$ cat src/common/scu_pkg.sv
// Constants and types for the two-channel serial UART block
// Operation
// - Mode field: 00 clocked, 01 UART, 10 two-wire; only 01 is built, other codes leave the channel idle
// - Interrupt source: transfer end or buffer empty
// - Transmit and receive enables pick direction
// - Error mask bit gates reception error interrupt
// - Transmit parity: none, zero, even, odd
// - Receive parity: none, unchecked, even, odd
// - Bit order: MSB first or LSB first
// - Stop bits: none, one, two
// - Word length: nine, seven or eight bits
// - Divider k gives operation clock over 2(k+1)
// - Example divider 77 gives about 9600 baud
// - Operation clock picks prescaler output zero/one
// - Transfer clock from divider or serial pin
// - Start trigger: software only or receive edge
// - Inversion bit picks falling or rising start
// - Channel 0 transmits, channel 1 receives
// - Transmit line idles at the control register level, high from reset
package scu_pkg;
  // Register byte addresses
  localparam logic [7:0] ADDR_TX_MODE    = 8'h00;
  localparam logic [7:0] ADDR_TX_COMM    = 8'h04;
  localparam logic [7:0] ADDR_TX_DATA    = 8'h08;
  localparam logic [7:0] ADDR_RX_MODE    = 8'h0C;
  localparam logic [7:0] ADDR_RX_COMM    = 8'h10;
  localparam logic [7:0] ADDR_RX_DATA    = 8'h14;
  localparam logic [7:0] ADDR_PRESCALE   = 8'h18;
  localparam logic [7:0] ADDR_CONTROL    = 8'h1C;
  localparam logic [7:0] ADDR_IRQ_STATUS = 8'h20;
  localparam logic [7:0] ADDR_IRQ_MASK   = 8'h24;
  // Mode register fields
  localparam int MODE_OPCLK_BIT   = 15;
  localparam int MODE_TRANSFER_CLOCK_BIT    = 14;
  localparam int MODE_TRIG_BIT    = 8;
  localparam int MODE_INV_BIT     = 6;
  localparam int MODE_MD_LSB      = 1;
  localparam int MODE_IRQSRC_BIT  = 0;
  // Communication register fields
  localparam int COMM_TXE_BIT     = 15;
  localparam int COMM_RXE_BIT     = 14;
  localparam int COMM_EOC_BIT     = 10;
  localparam int COMM_PAR_LSB     = 8;
  localparam int COMM_DIR_BIT     = 7;
  localparam int COMM_STOP_LSB    = 4;
  localparam int COMM_LEN_LSB     = 0;
  localparam int DATA_DIV_LSB     = 9;
  // Control register fields
  localparam int CTRL_RX_START    = 0;
  localparam int CTRL_TX_OUT_LVL  = 1;
  // Interrupt status bits
  localparam int IRQ_TX_BIT       = 0;
  localparam int IRQ_RX_BIT       = 1;
  localparam int IRQ_ERR_BIT      = 2;
  localparam int IRQ_WIDTH        = 3;
  // Reset values
  localparam logic [15:0] RST_MODE     = 16'h0022;
  localparam logic [15:0] RST_COMM     = 16'h0097;
  localparam logic [15:0] RST_DATA     = 16'h9A00;
  localparam logic [7:0]  RST_PRESCALE = 8'h00;
  // Encodings
  localparam logic [1:0] MD_UART   = 2'h1;
  localparam logic [1:0] PAR_NONE  = 2'h0;
  localparam logic [1:0] PAR_ZERO  = 2'h1;
  localparam logic [1:0] PAR_EVEN  = 2'h2;
  localparam logic [1:0] STOP_TWO  = 2'h2;
  localparam logic [1:0] LEN_NINE  = 2'h1;
  localparam logic [1:0] LEN_SEVEN = 2'h2;
  // Receive enable to start settling, in system clocks
  localparam int RX_SETTLE_CYCLES = 4;
  // Frame states, Gray along start-data-parity-stop
  typedef enum logic [2:0] {
    SCU_IDLE   = 3'h0,
    SCU_START  = 3'h1,
    SCU_DATA   = 3'h3,
    SCU_PARITY = 3'h2,
    SCU_STOP   = 3'h6
  } scu_state_t;
endpackage : scu_pkg

$ cat src/rtl/scu_uart.sv
// Two-channel serial UART: transmit channel 0, receive channel 1, APB
//
// The implementer's own choices: register access over APB and the register addresses.
`timescale 1ns/100ps
module scu_uart (
  // Clock and reset
  input  wire logic        mclk,
  input  wire logic        rst,
  // APB slave
  input  wire logic        psel,
  input  wire logic        penable,
  input  wire logic        pwrite,
  input  wire logic [7:0]  paddr,
  input  wire logic [31:0] pwdata,
  output logic      [31:0] prdata,
  output logic             pready,
  output logic             pslverr,
  // Serial pins
  input  wire logic        rxd,
  input  wire logic        sck,
  output logic             txd,
  // Interrupt
  output logic             irq
);
  import scu_pkg::*;

  // Configuration registers
  logic [15:0] tx_channel_mode;          // Channel 0 mode
  logic [15:0] tx_channel_comm_setup;    // Channel 0 communication
  logic [15:0] tx_channel_data_divider;  // Divider and send data
  logic [15:0] rx_channel_mode;          // Channel 1 mode
  logic [15:0] rx_comm_setup;            // Channel 1 communication
  logic [15:0] rx_data_divider;          // Divider and received data
  logic [7:0]  prescaler_select_reg;     // Two 4-bit prescaler fields
  logic        tx_out_level;             // Idle serial output level
  logic [IRQ_WIDTH-1:0] irq_status;      // Sticky events
  logic [IRQ_WIDTH-1:0] irq_mask;        // One enables the event
  logic        tx_go;                    // Write to data launches a frame
  logic        rx_sw_start;              // Software start pulse

  // Pin synchronisers, first stage read only by the second
  logic [1:0] rxd_sync;
  logic [1:0] sck_sync;
  logic       sck_prev;
  always_ff @(posedge mclk or posedge rst) begin
    if (rst) begin
      rxd_sync <= 2'h3;
      sck_sync <= 2'h0;
      sck_prev <= 1'b0;
    end else begin
      rxd_sync <= {rxd_sync[0], rxd};
      sck_sync <= {sck_sync[0], sck};
      sck_prev <= sck_sync[1];
    end
  end
  logic sck_rise;
  assign sck_rise = sck_sync[1] & ~sck_prev;

  // Free-running prescaler counter
  logic [15:0] pre_cnt;
  always_ff @(posedge mclk or posedge rst) begin
    if (rst) pre_cnt <= 16'h0000;
    else     pre_cnt <= pre_cnt + 16'h0001;
  end

  // One-cycle enable for a divide by 2^sel
  function automatic logic pre_tick(input logic [3:0] sel,
                                    input logic [15:0] cnt);
    logic [15:0] m;
    m = (16'h0001 << sel) - 16'h0001;
    return (cnt & m) == m;
  endfunction : pre_tick

  logic prescaler_out_zero;
  logic prescaler_out_one;
  assign prescaler_out_zero = pre_tick(prescaler_select_reg[3:0], pre_cnt);
  assign prescaler_out_one  = pre_tick(prescaler_select_reg[7:4], pre_cnt);

  // Channel operation clock enable from mode select
  function automatic logic op_clk(input logic [15:0] mode,
                                  input logic z, input logic o);
    return mode[MODE_OPCLK_BIT] ? o : z;
  endfunction : op_clk

  // Data bit count from word length
  function automatic logic [3:0] word_bits(input logic [1:0] len);
    case (len)
      LEN_NINE:  return 4'h9;
      LEN_SEVEN: return 4'h7;
      default:   return 4'h8;
    endcase
  endfunction : word_bits

  // Parity bit for a field setting and data word
  function automatic logic par_bit(input logic [1:0] par,
                                   input logic [8:0] d,
                                   input logic [3:0] n);
    logic [8:0] m;
    m = 9'h1FF >> (4'h9 - n);
    if (par == PAR_ZERO) return 1'b0;
    return (^(d & m)) ^ (par != PAR_EVEN);
  endfunction : par_bit

  // Half-bit divider: enable every k+1 operation clock ticks
  logic [6:0] tx_div_cnt;
  logic [6:0] rx_div_cnt;
  logic       tx_half;
  logic       rx_half;
  logic       tx_mck;
  logic       rx_mck;
  scu_state_t rx_state;  // Receive frame state
  assign tx_mck = op_clk(tx_channel_mode, prescaler_out_zero,
                         prescaler_out_one);
  assign rx_mck = op_clk(rx_channel_mode, prescaler_out_zero,
                         prescaler_out_one);
  // Each half tick is one half of a transfer clock period
  always_ff @(posedge mclk or posedge rst) begin
    if (rst) begin
      tx_div_cnt <= 7'h00;
      rx_div_cnt <= 7'h00;
    end else begin
      if (tx_mck)
        tx_div_cnt <= (tx_div_cnt >= tx_channel_data_divider[15:9]) ?
                      7'h00 : tx_div_cnt + 7'h01;
      // Held at zero while idle so samples land mid-bit
      if (rx_state == SCU_IDLE)
        rx_div_cnt <= 7'h00;
      else if (rx_mck)
        rx_div_cnt <= (rx_div_cnt >= rx_data_divider[15:9]) ?
                      7'h00 : rx_div_cnt + 7'h01;
    end
  end
  logic tx_div_half;
  logic rx_div_half;
  assign tx_div_half = tx_mck &
                       (tx_div_cnt >= tx_channel_data_divider[15:9]);
  assign rx_div_half = rx_mck & (rx_div_cnt >= rx_data_divider[15:9]);
  // Pin clock gives a full bit per rising edge: count both as halves
  assign tx_half = tx_channel_mode[MODE_TRANSFER_CLOCK_BIT] ? sck_rise
                                                  : tx_div_half;
  assign rx_half = rx_channel_mode[MODE_TRANSFER_CLOCK_BIT] ? sck_rise
                                                  : rx_div_half;

  // Transmit channel 0
  scu_state_t  tx_state;
  logic [8:0]  tx_shift;
  logic [3:0]  tx_bits;
  logic        tx_phase;
  logic        tx_done;
  logic        tx_buf_empty;
  logic        tx_allowed;
  assign tx_allowed = tx_channel_comm_setup[COMM_TXE_BIT] &&
    (tx_channel_mode[2:1] == MD_UART);
  // Frame sequencer; a pin clock advances a full bit each edge
  always_ff @(posedge mclk or posedge rst) begin
    if (rst) begin
      tx_state     <= SCU_IDLE;
      tx_shift     <= 9'h000;
      tx_bits      <= 4'h0;
      tx_phase     <= 1'b0;
      txd          <= 1'b1;
      tx_done      <= 1'b0;
      tx_buf_empty <= 1'b0;
    end else begin
      tx_done      <= 1'b0;
      tx_buf_empty <= 1'b0;
      if (tx_state == SCU_IDLE) begin
        txd      <= tx_out_level;
        tx_phase <= 1'b0;
        if (tx_go && tx_allowed) begin
          tx_shift     <= tx_channel_data_divider[8:0];
          tx_bits      <= 4'h0;
          tx_buf_empty <= 1'b1;
          tx_state     <= SCU_START;
        end
      end else if (tx_half) begin
        tx_phase <= ~tx_phase | tx_channel_mode[MODE_TRANSFER_CLOCK_BIT];
        if (!tx_phase || tx_channel_mode[MODE_TRANSFER_CLOCK_BIT]) begin
          // Bit boundary: put the next frame bit on the line
          case (tx_state)
            SCU_START: begin
              txd      <= 1'b0;
              tx_state <= SCU_DATA;
            end
            SCU_DATA: begin
              // Bit picked by count, word kept whole for parity
              txd <= tx_channel_comm_setup[COMM_DIR_BIT] ?
                tx_shift[tx_bits] :
                tx_shift[word_bits(tx_channel_comm_setup[1:0]) - 4'h1 -
                         tx_bits];
              tx_bits <= tx_bits + 4'h1;
              if (tx_bits + 4'h1 ==
                  word_bits(tx_channel_comm_setup[1:0])) begin
                // No parity: straight on to the stop bits
                tx_bits  <= 4'h0;
                tx_state <= (tx_channel_comm_setup[9:8] == PAR_NONE) ?
                            SCU_STOP : SCU_PARITY;
              end
            end
            SCU_PARITY: begin
              // Sent bits were not shifted away, so parity sees all
              if (tx_channel_comm_setup[9:8] != PAR_NONE) begin
                txd <= par_bit(tx_channel_comm_setup[9:8], tx_shift,
                               word_bits(tx_channel_comm_setup[1:0]));
              end else begin
                txd <= 1'b1;
              end
              tx_bits  <= 4'h0;
              tx_state <= SCU_STOP;
            end
            SCU_STOP: begin
              // Stop bits zero stop bits ends at once
              txd     <= 1'b1;
              tx_bits <= tx_bits + 4'h1;
              if (tx_bits >= {2'h0, tx_channel_comm_setup[5:4]}) begin
                tx_done  <= 1'b1;
                tx_state <= SCU_IDLE;
              end
            end
            default: tx_state <= SCU_IDLE;
          endcase
        end
      end
    end
  end

  // Receive channel 1
  logic [8:0]  rx_shift;
  logic [3:0]  rx_bits;
  logic        rx_phase;
  logic        rx_prev;
  logic        rx_done;
  logic        rx_err;
  logic [2:0]  rx_settle;
  logic        rx_armed;
  logic        rx_line;
  logic        rx_edge;
  // Line after inversion: start bit always reads as zero
  assign rx_line = rxd_sync[1] ^ rx_channel_mode[MODE_INV_BIT];
  assign rx_edge = rx_prev & ~rx_line;
  // Settle counter after receive enable
  always_ff @(posedge mclk or posedge rst) begin
    if (rst) rx_settle <= 3'h0;
    else if (!rx_comm_setup[COMM_RXE_BIT]) rx_settle <= 3'h0;
    else if (rx_settle < 3'(RX_SETTLE_CYCLES))
      rx_settle <= rx_settle + 3'h1;
  end
  assign rx_armed = rx_comm_setup[COMM_RXE_BIT] &&
    (rx_channel_mode[2:1] == MD_UART) &&
    (rx_settle >= 3'(RX_SETTLE_CYCLES));
  // Receive sequencer, sampling at the middle of each bit
  always_ff @(posedge mclk or posedge rst) begin
    if (rst) begin
      rx_state        <= SCU_IDLE;
      rx_shift        <= 9'h000;
      rx_bits         <= 4'h0;
      rx_phase        <= 1'b0;
      rx_prev         <= 1'b1;
      rx_done         <= 1'b0;
      rx_err          <= 1'b0;
      rx_data_divider <= RST_DATA;
    end else begin
      rx_prev <= rx_line;
      rx_done <= 1'b0;
      rx_err  <= 1'b0;
      if (psel && penable && pwrite && pready && paddr == ADDR_RX_DATA)
        rx_data_divider[15:9] <= pwdata[15:9];
      if (rx_state == SCU_IDLE) begin
        rx_phase <= 1'b0;
        rx_bits  <= 4'h0;
        // Edge start, or software start when edge is not selected
        if (rx_armed && (rx_channel_mode[MODE_TRIG_BIT] ? rx_edge
                                                        : rx_sw_start))
          rx_state <= SCU_START;
      end else if (rx_half) begin
        // A pin clock edge is a whole bit, so every edge samples
        rx_phase <= ~rx_phase | rx_channel_mode[MODE_TRANSFER_CLOCK_BIT];
        if (!rx_phase || rx_channel_mode[MODE_TRANSFER_CLOCK_BIT]) begin
          // Bit centre
          case (rx_state)
            SCU_START: rx_state <= SCU_DATA;
            SCU_DATA: begin
              // Order bit picks shift direction
              if (rx_comm_setup[COMM_DIR_BIT])
                rx_shift <= {rx_line, rx_shift[8:1]};
              else
                rx_shift <= {rx_shift[7:0], rx_line};
              rx_bits <= rx_bits + 4'h1;
              if (rx_bits + 4'h1 == word_bits(rx_comm_setup[1:0]))
                rx_state <= (rx_comm_setup[9:8] == PAR_NONE) ?
                            SCU_STOP : SCU_PARITY;
            end
            SCU_PARITY: begin
              rx_bits <= 4'h0;
              if (rx_comm_setup[9:8] == PAR_NONE) begin
                rx_state <= SCU_STOP;
              end else begin
                // Zero setting takes the bit without checking
                if (rx_comm_setup[9:8] != PAR_ZERO &&
                    rx_line != par_bit(rx_comm_setup[9:8],
                      (rx_comm_setup[COMM_DIR_BIT] ?
                       rx_shift >> (4'h9 - word_bits(rx_comm_setup[1:0]))
                       : rx_shift), word_bits(rx_comm_setup[1:0])))
                  rx_err <= 1'b1;
                rx_state <= SCU_STOP;
              end
            end
            SCU_STOP: begin
              // First stop bit checked for framing
              if (rx_comm_setup[5:4] != 2'h0 && !rx_line)
                rx_err <= 1'b1;
              // LSB-first data sits high: align, drop stale bits
              rx_data_divider[8:0] <= (rx_comm_setup[COMM_DIR_BIT] ?
                rx_shift >> (4'h9 - word_bits(rx_comm_setup[1:0])) :
                rx_shift) &
                (9'h1FF >> (4'h9 - word_bits(rx_comm_setup[1:0])));
              rx_done  <= 1'b1;
              rx_state <= SCU_IDLE;
            end
            default: rx_state <= SCU_IDLE;
          endcase
        end
      end
    end
  end

  // Interrupt events; source bit picks end or buffer empty
  logic [IRQ_WIDTH-1:0] irq_event;
  assign irq_event[IRQ_TX_BIT] = tx_channel_mode[MODE_IRQSRC_BIT] ?
                                 tx_buf_empty : tx_done;
  assign irq_event[IRQ_RX_BIT]  = rx_done;
  assign irq_event[IRQ_ERR_BIT] = rx_err &
                                  rx_comm_setup[COMM_EOC_BIT];

  // APB register writes
  logic wr_en;
  assign wr_en = psel && penable && pwrite && pready;  // Last access cycle
  always_ff @(posedge mclk or posedge rst) begin
    if (rst) begin
      tx_channel_mode         <= RST_MODE;
      tx_channel_comm_setup   <= RST_COMM;
      tx_channel_data_divider <= RST_DATA;
      rx_channel_mode         <= RST_MODE;
      rx_comm_setup           <= RST_COMM;
      prescaler_select_reg    <= RST_PRESCALE;
      tx_out_level            <= 1'b1;
      irq_mask                <= '0;
      tx_go                   <= 1'b0;
      rx_sw_start             <= 1'b0;
    end else begin
      tx_go       <= 1'b0;
      rx_sw_start <= 1'b0;
      if (wr_en) begin
        case (paddr)
          ADDR_TX_MODE:  tx_channel_mode       <= pwdata[15:0];
          ADDR_TX_COMM:  tx_channel_comm_setup <= pwdata[15:0];
          ADDR_TX_DATA: begin
            tx_channel_data_divider <= pwdata[15:0];
            tx_go <= 1'b1;
          end
          ADDR_RX_MODE:  rx_channel_mode       <= pwdata[15:0];
          ADDR_RX_COMM:  rx_comm_setup         <= pwdata[15:0];
          ADDR_PRESCALE: prescaler_select_reg  <= pwdata[7:0];
          ADDR_CONTROL: begin
            rx_sw_start  <= pwdata[CTRL_RX_START];
            tx_out_level <= pwdata[CTRL_TX_OUT_LVL];
          end
          ADDR_IRQ_MASK: irq_mask <= pwdata[IRQ_WIDTH-1:0];
          default: ;
        endcase
      end
    end
  end

  // Sticky status, write one clears, a new event wins
  always_ff @(posedge mclk or posedge rst) begin
    if (rst) irq_status <= '0;
    else irq_status <= (irq_status &
      ~((wr_en && paddr == ADDR_IRQ_STATUS) ? pwdata[IRQ_WIDTH-1:0]
                                             : '0)) | irq_event;
  end

  // Interrupt output
  always_ff @(posedge mclk or posedge rst) begin
    if (rst) irq <= 1'b0;
    else     irq <= |(irq_status & irq_mask);
  end

  // APB read data and answer: one wait state, error on unmapped
  logic mapped;
  assign mapped = (paddr <= ADDR_IRQ_MASK) && (paddr[1:0] == 2'h0);
  always_ff @(posedge mclk or posedge rst) begin
    if (rst) begin
      prdata  <= 32'h0000_0000;
      pready  <= 1'b0;
      pslverr <= 1'b0;
    end else begin
      pready  <= psel && penable && !pready;
      pslverr <= psel && penable && !pready && !mapped;
      if (psel && !penable) begin
        case (paddr)
          ADDR_TX_MODE:    prdata <= {16'h0000, tx_channel_mode};
          ADDR_TX_COMM:    prdata <= {16'h0000, tx_channel_comm_setup};
          ADDR_TX_DATA:    prdata <= {16'h0000, tx_channel_data_divider};
          ADDR_RX_MODE:    prdata <= {16'h0000, rx_channel_mode};
          ADDR_RX_COMM:    prdata <= {16'h0000, rx_comm_setup};
          ADDR_RX_DATA:    prdata <= {16'h0000, rx_data_divider};
          ADDR_PRESCALE:   prdata <= {24'h000000, prescaler_select_reg};
          ADDR_CONTROL:    prdata <= {29'h0, tx_state != SCU_IDLE,
                                      tx_out_level, rx_state != SCU_IDLE};
          ADDR_IRQ_STATUS: prdata <= {29'h0, irq_status};
          ADDR_IRQ_MASK:   prdata <= {29'h0, irq_mask};
          default:         prdata <= 32'h0000_0000;
        endcase
      end
    end
  end
endmodule : scu_uart

$ cat config.mk
export PLATFORM = sky130hd
export DESIGN_NAME = scu_uart
export DESIGN_NICKNAME = d
export VERILOG_FILES = /design/src/common/scu_pkg.sv /design/src/rtl/scu_uart.sv
export SDC_FILE = /design/constraint.sdc
export NUM_CORES = 1
export LEC_CHECK = 0
export ABC_AREA = 1
export ABC_CLOCK_PERIOD_IN_PS = 7400
export BUFFER_PORTS_ARGS = -buffer_cell sky130_fd_sc_hd__buf_2
export CAP_MARGIN = 20
export CORE_MARGIN = 1
export CORE_UTILIZATION = 45
export CTS_BUF_LIST = sky130_fd_sc_hd__clkbuf_4 sky130_fd_sc_hd__clkbuf_8
export DETAILED_ROUTE_END_ITERATION = 12
export HOLD_SLACK_MARGIN = 0.1
export SETUP_SLACK_MARGIN = 0.15
export SLEW_MARGIN = 20
export SYNTH_ARGS = -nofsm -noshare
export SYNTH_HDL_FRONTEND = slang
export SYNTH_SLANG_ARGS = --single-unit
$ cat constraint.sdc
create_clock -name mclk -period 7.4 [get_ports mclk]
set_input_delay 0.37 -clock mclk [delete_from_list [all_inputs] [get_ports mclk]]
set_output_delay 0.37 -clock mclk [all_outputs]
set_load 0.1 [all_outputs]
==> results.py <==
metrics = {
    "layout": {
        "drive_above_1_share": 0.138,
        "n_antenna_cell": 0,
        "utilization": 0.519,
        "postLayoutCellArea_mm2": 0.0131,
        "nets": 1617,
        "syn_to_final_growth_pct": 12.5,
    },
    "sta": {
        "rsz0062_at_grt": "no",
        "fin_crit_ps": 3320,
        "setup_viol": 0,
        "hold_viol_final": 0,
        "worst_slew_pin_slew_ps": 1080,
        "max_freq_mhz": 301,
        "maxSlewHeadroom": 0.282,
        "finalCritPeriodShare": 0.449,
        "drv_slew": 0,
        "fin_setup_tns_ps": 0,
        "clock_skew_ps": 39.4,
    },
    "detailed_routing": {
        "viasPerCell": 5.23,
        "drt_wl_total_mm": 31.0,
        "ant_nets": 0,
        "wl_per_cell_um": 16.4,
        "initialDrtViolationCount": 828,
        "firstDrtPassIters": 6,
        "vias": 9930,
        "drc": 0,
    },
    "floorplan": {
        "die-area_mm2": 0.0265,
        "num_io_pins": 83,
        "die_h_um": 163,
        "die_width_um": 163,
        "initial_core_util": 0.461,
        "core_mm2": 0.0253,
        "placementRows": 58,
    },
    "worst_setup_path": {
        "cp-start-kind": "register",
        "endpoint_kind": "register",
        "critPathKind": "reg -> reg",
        "cp.arrival_ps": 3730,
        "path_max_fanout": 22,
        "critPathRequiredTime_ps": 7810,
    },
    "synth": {
        "ys_async_sr_fraction": 1.00,
        "synthDistinctLibCells": 57,
        "synth_top_area_share": 0.391,
        "synth_edf_count": 0,
        "synth.avg_cell_area_um2": 7.91,
        "synthXorXnorAreaFrac": 0.0248,
        "yosys.area.top_type": "dfrtp_1",
        "synth_top_family_by_area": "simple AND/OR/NAND/NOR gates",
        "synthCells": 1471,
        "yosys.area_share.adder": 0.0350,
        "yosys-top-cells-area": "dfrtp_1 39%, nand2_1 13%, o21ai_0 7.7%, dfstp_2 6.1%, inv_1 5.2%",
        "syn-cell-area_mm2": 0.0116,
        "ys_ff_latch": 209,
        "synth_simple_gate_area_frac": 0.243,
        "synth_warnings": 0,
        "synth_compound_gate_area_share": 0.158,
        "synth_flop_cell": "dfrtp_1",
        "muxShareOfSynthArea": 0,
        "ys_seq_area_frac": 0.452,
    },
    "cts": {
        "clkSinkCount": 209,
        "clock_latency_ps": 550,
        "cts_tree": "built",
        "post_cts_buffers": 0,
        "cts_buffers": 39,
        "htree_levels": 2,
        "clockBufferDepth": 3,
        "clkTransAtPathRegs_ps": 60,
        "root_buffer": "clkbuf_8",
    },
    "placement": {
        "place.gp.congestion": 0.882,
        "port_buffers": 50,
        "placed_area_mm2": 0.0120,
        "dpl.hpwl_mm": 22.3,
    },
    "power": {
        "power.leakage_nw": 6.30,
        "ir_worst_vdd_mv": 0.123,
        "powerDensity_mw_per_mm2": 201,
    },
    "global_routing": {
        "grt_max_degree": 131,
        "grt_use_total": 0.243,
        "grt_pass1_vias": 9488,
        "grt_overflow_total": 0,
        "grt_pass1_wl_mm": 50.2,
        "antenna_found_initial": 0,
    },
    "job": {
        "timing.max_cap.violations": 0,
    },
    "hold_path": {
        "hold_class": "in -> reg",
    },
    "outcome": {
        "status": "complete, no violations",
    },
}
worst max-delay path, stage by stage, from the launching register on:
cell and delay [ps]:
dfrtp_1 570, inv_2 150, nand4_1 110, ha_1 320
a21boi_1 310, nand3_1 100, nand3_1 100, nand2_1 60
nor2_2 170, nand2_1 140, o21ai_4 220, nand2_4 120
nand2_4 100, nand3_2 440, nand2_1 220, o21ai_2 70
power by group:
group | switching (mW) | internal (mW)
Clock | 0.508 | 0.709
Sequential | 0.0238 | 1.17
Combinational | 0.161 | 0.0613
cell usage in the layout, fill, tap and decap left out, types with 4 or more instances in the layout:
| master | netlist | final |
|---|---|---|
| a21oi_1 | 21 | 21 |
| a221oi_1 | 14 | 14 |
| buf_2 | 5 | 50 |
| clkbuf_4 | 0 | 17 |
| clkbuf_8 | 0 | 48 |
| conb_1 | 1 | 16 |
| dfrtp_1 | 182 | 182 |
| dfstp_2 | 27 | 27 |
| dlygate4sd3_1 | 0 | 20 |
| ha_1 | 31 | 31 |
| inv_1 | 161 | 160 |
| inv_2 | 12 | 12 |
| nand2_1 | 410 | 409 |
| nand2_2 | 5 | 6 |
| nand3_1 | 81 | 81 |
| nand3_2 | 5 | 5 |
| nand4_1 | 24 | 24 |
| nor2_1 | 83 | 82 |
| nor2_2 | 4 | 5 |
| nor3_1 | 16 | 16 |
| o2111ai_1 | 13 | 13 |
| o211ai_1 | 9 | 9 |
| o21a_1 | 9 | 9 |
| o21ai_0 | 178 | 178 |
| o21ai_1 | 11 | 11 |
| o21ai_2 | 22 | 22 |
| o22ai_1 | 11 | 11 |
| o31ai_1 | 4 | 4 |
| or2_2 | 4 | 4 |
| xnor2_1 | 7 | 7 |
| xor2_1 | 26 | 26 |
through the flow:
step                      setup slack, ps  instances  total power, mW  hold WS, ps
final                                4080       1897             2.63          269
after global routing                 3740       1897             2.74          300
after floorplan                      1370       1486             1.38          331
after global placement               4060       1807             1.43          333
after CTS                            4070       1897             2.67          236
after detailed placement             4010       1807             1.43          340
final timing paths:
path / from / endpoint / slack, ps / cells past startpoint
hold / removal: paddr[5] / tx_out_level$_DFFE_PP1P_ / 270 / 4
hold reg to reg: sck_sync[0]$_DFF_PP0_ / sck_sync[1]$_DFF_PP0_ / 350 / 0
setup reg to reg: prescaler_select_reg[7]$_DFFE_PP0P_ / rx_shift[5]$_DFFE_PP0P_ / 4080 / 15
max in group asynchronous: rst / rx_shift[6]$_DFFE_PP0P_ / 5680 / 4
setup / recovery: prescaler_select_reg[7]$_DFFE_PP0P_ / rx_shift[5]$_DFFE_PP0P_ / 4080 / 15
min in group asynchronous: rst / tx_shift[4]$_DFFE_PP0P_ / 490 / 3
area by class of cell:
type / instances / area, um2
fill: 2442 / 12200
timing repair buffer: 72 / 469
clock buffer: 65 / 788
clock inverter: 5 / 67.6
multi-input combinational: 1040 / 5430
tap: 330 / 413
inverter: 176 / 668
sequential: 209 / 5260
per-layer routing:
metal  GRT usage  share of wire  vias up
li1            -              -     4953
met1       0.341           0.48     4700
met2       0.384           0.45      217
met3      0.0346          0.043       60
met4      0.0850          0.028        0
met5           0              0        -
cells by family after synthesis:
| kind of cell | after synthesis |
|---|---|
| XOR/XNOR | 33 |
| AO/OA/AOI/OAI | 307 |
| AND/OR/NAND/NOR | 652 |
| other | 1 |
| adder cells (fa/ha/maj) | 32 |
| flip-flops | 209 |
| buffers and inverters | 237 |
cells in the mapped netlist, types with 3 or more instances:
cell,count
o221ai_1,3
buf_4,18
dfrtp_1,182
o31ai_1,4
o2111ai_1,13
nand2_1,410
o21a_1,9
clkinv_1,3
inv_2,12
or2_2,4
o21ai_2,22
o211ai_1,9
nand3_1,81
buf_6,6
o22ai_1,11
nor2_2,4
clkbuf_1,30
dfstp_2,27
nand3_2,5
xor2_1,26
buf_2,5
a21oi_1,21
o21ai_1,11
nor2_4,3
ha_1,31
inv_1,161
o21ai_0,178
a221oi_1,14
xnor2_1,7
nor3_2,3
nor2_1,83
nand4_1,24
nor3_1,16
nand2_2,5
repair_timing:
| action | CTS | global route |
|---|---|---|
| endpoints found under the hold margin | 114 | 0 |
| hold buffers | 20 | 0 |
| resized for setup | 0 | 0 |
(Power assumes the default switching activity.)
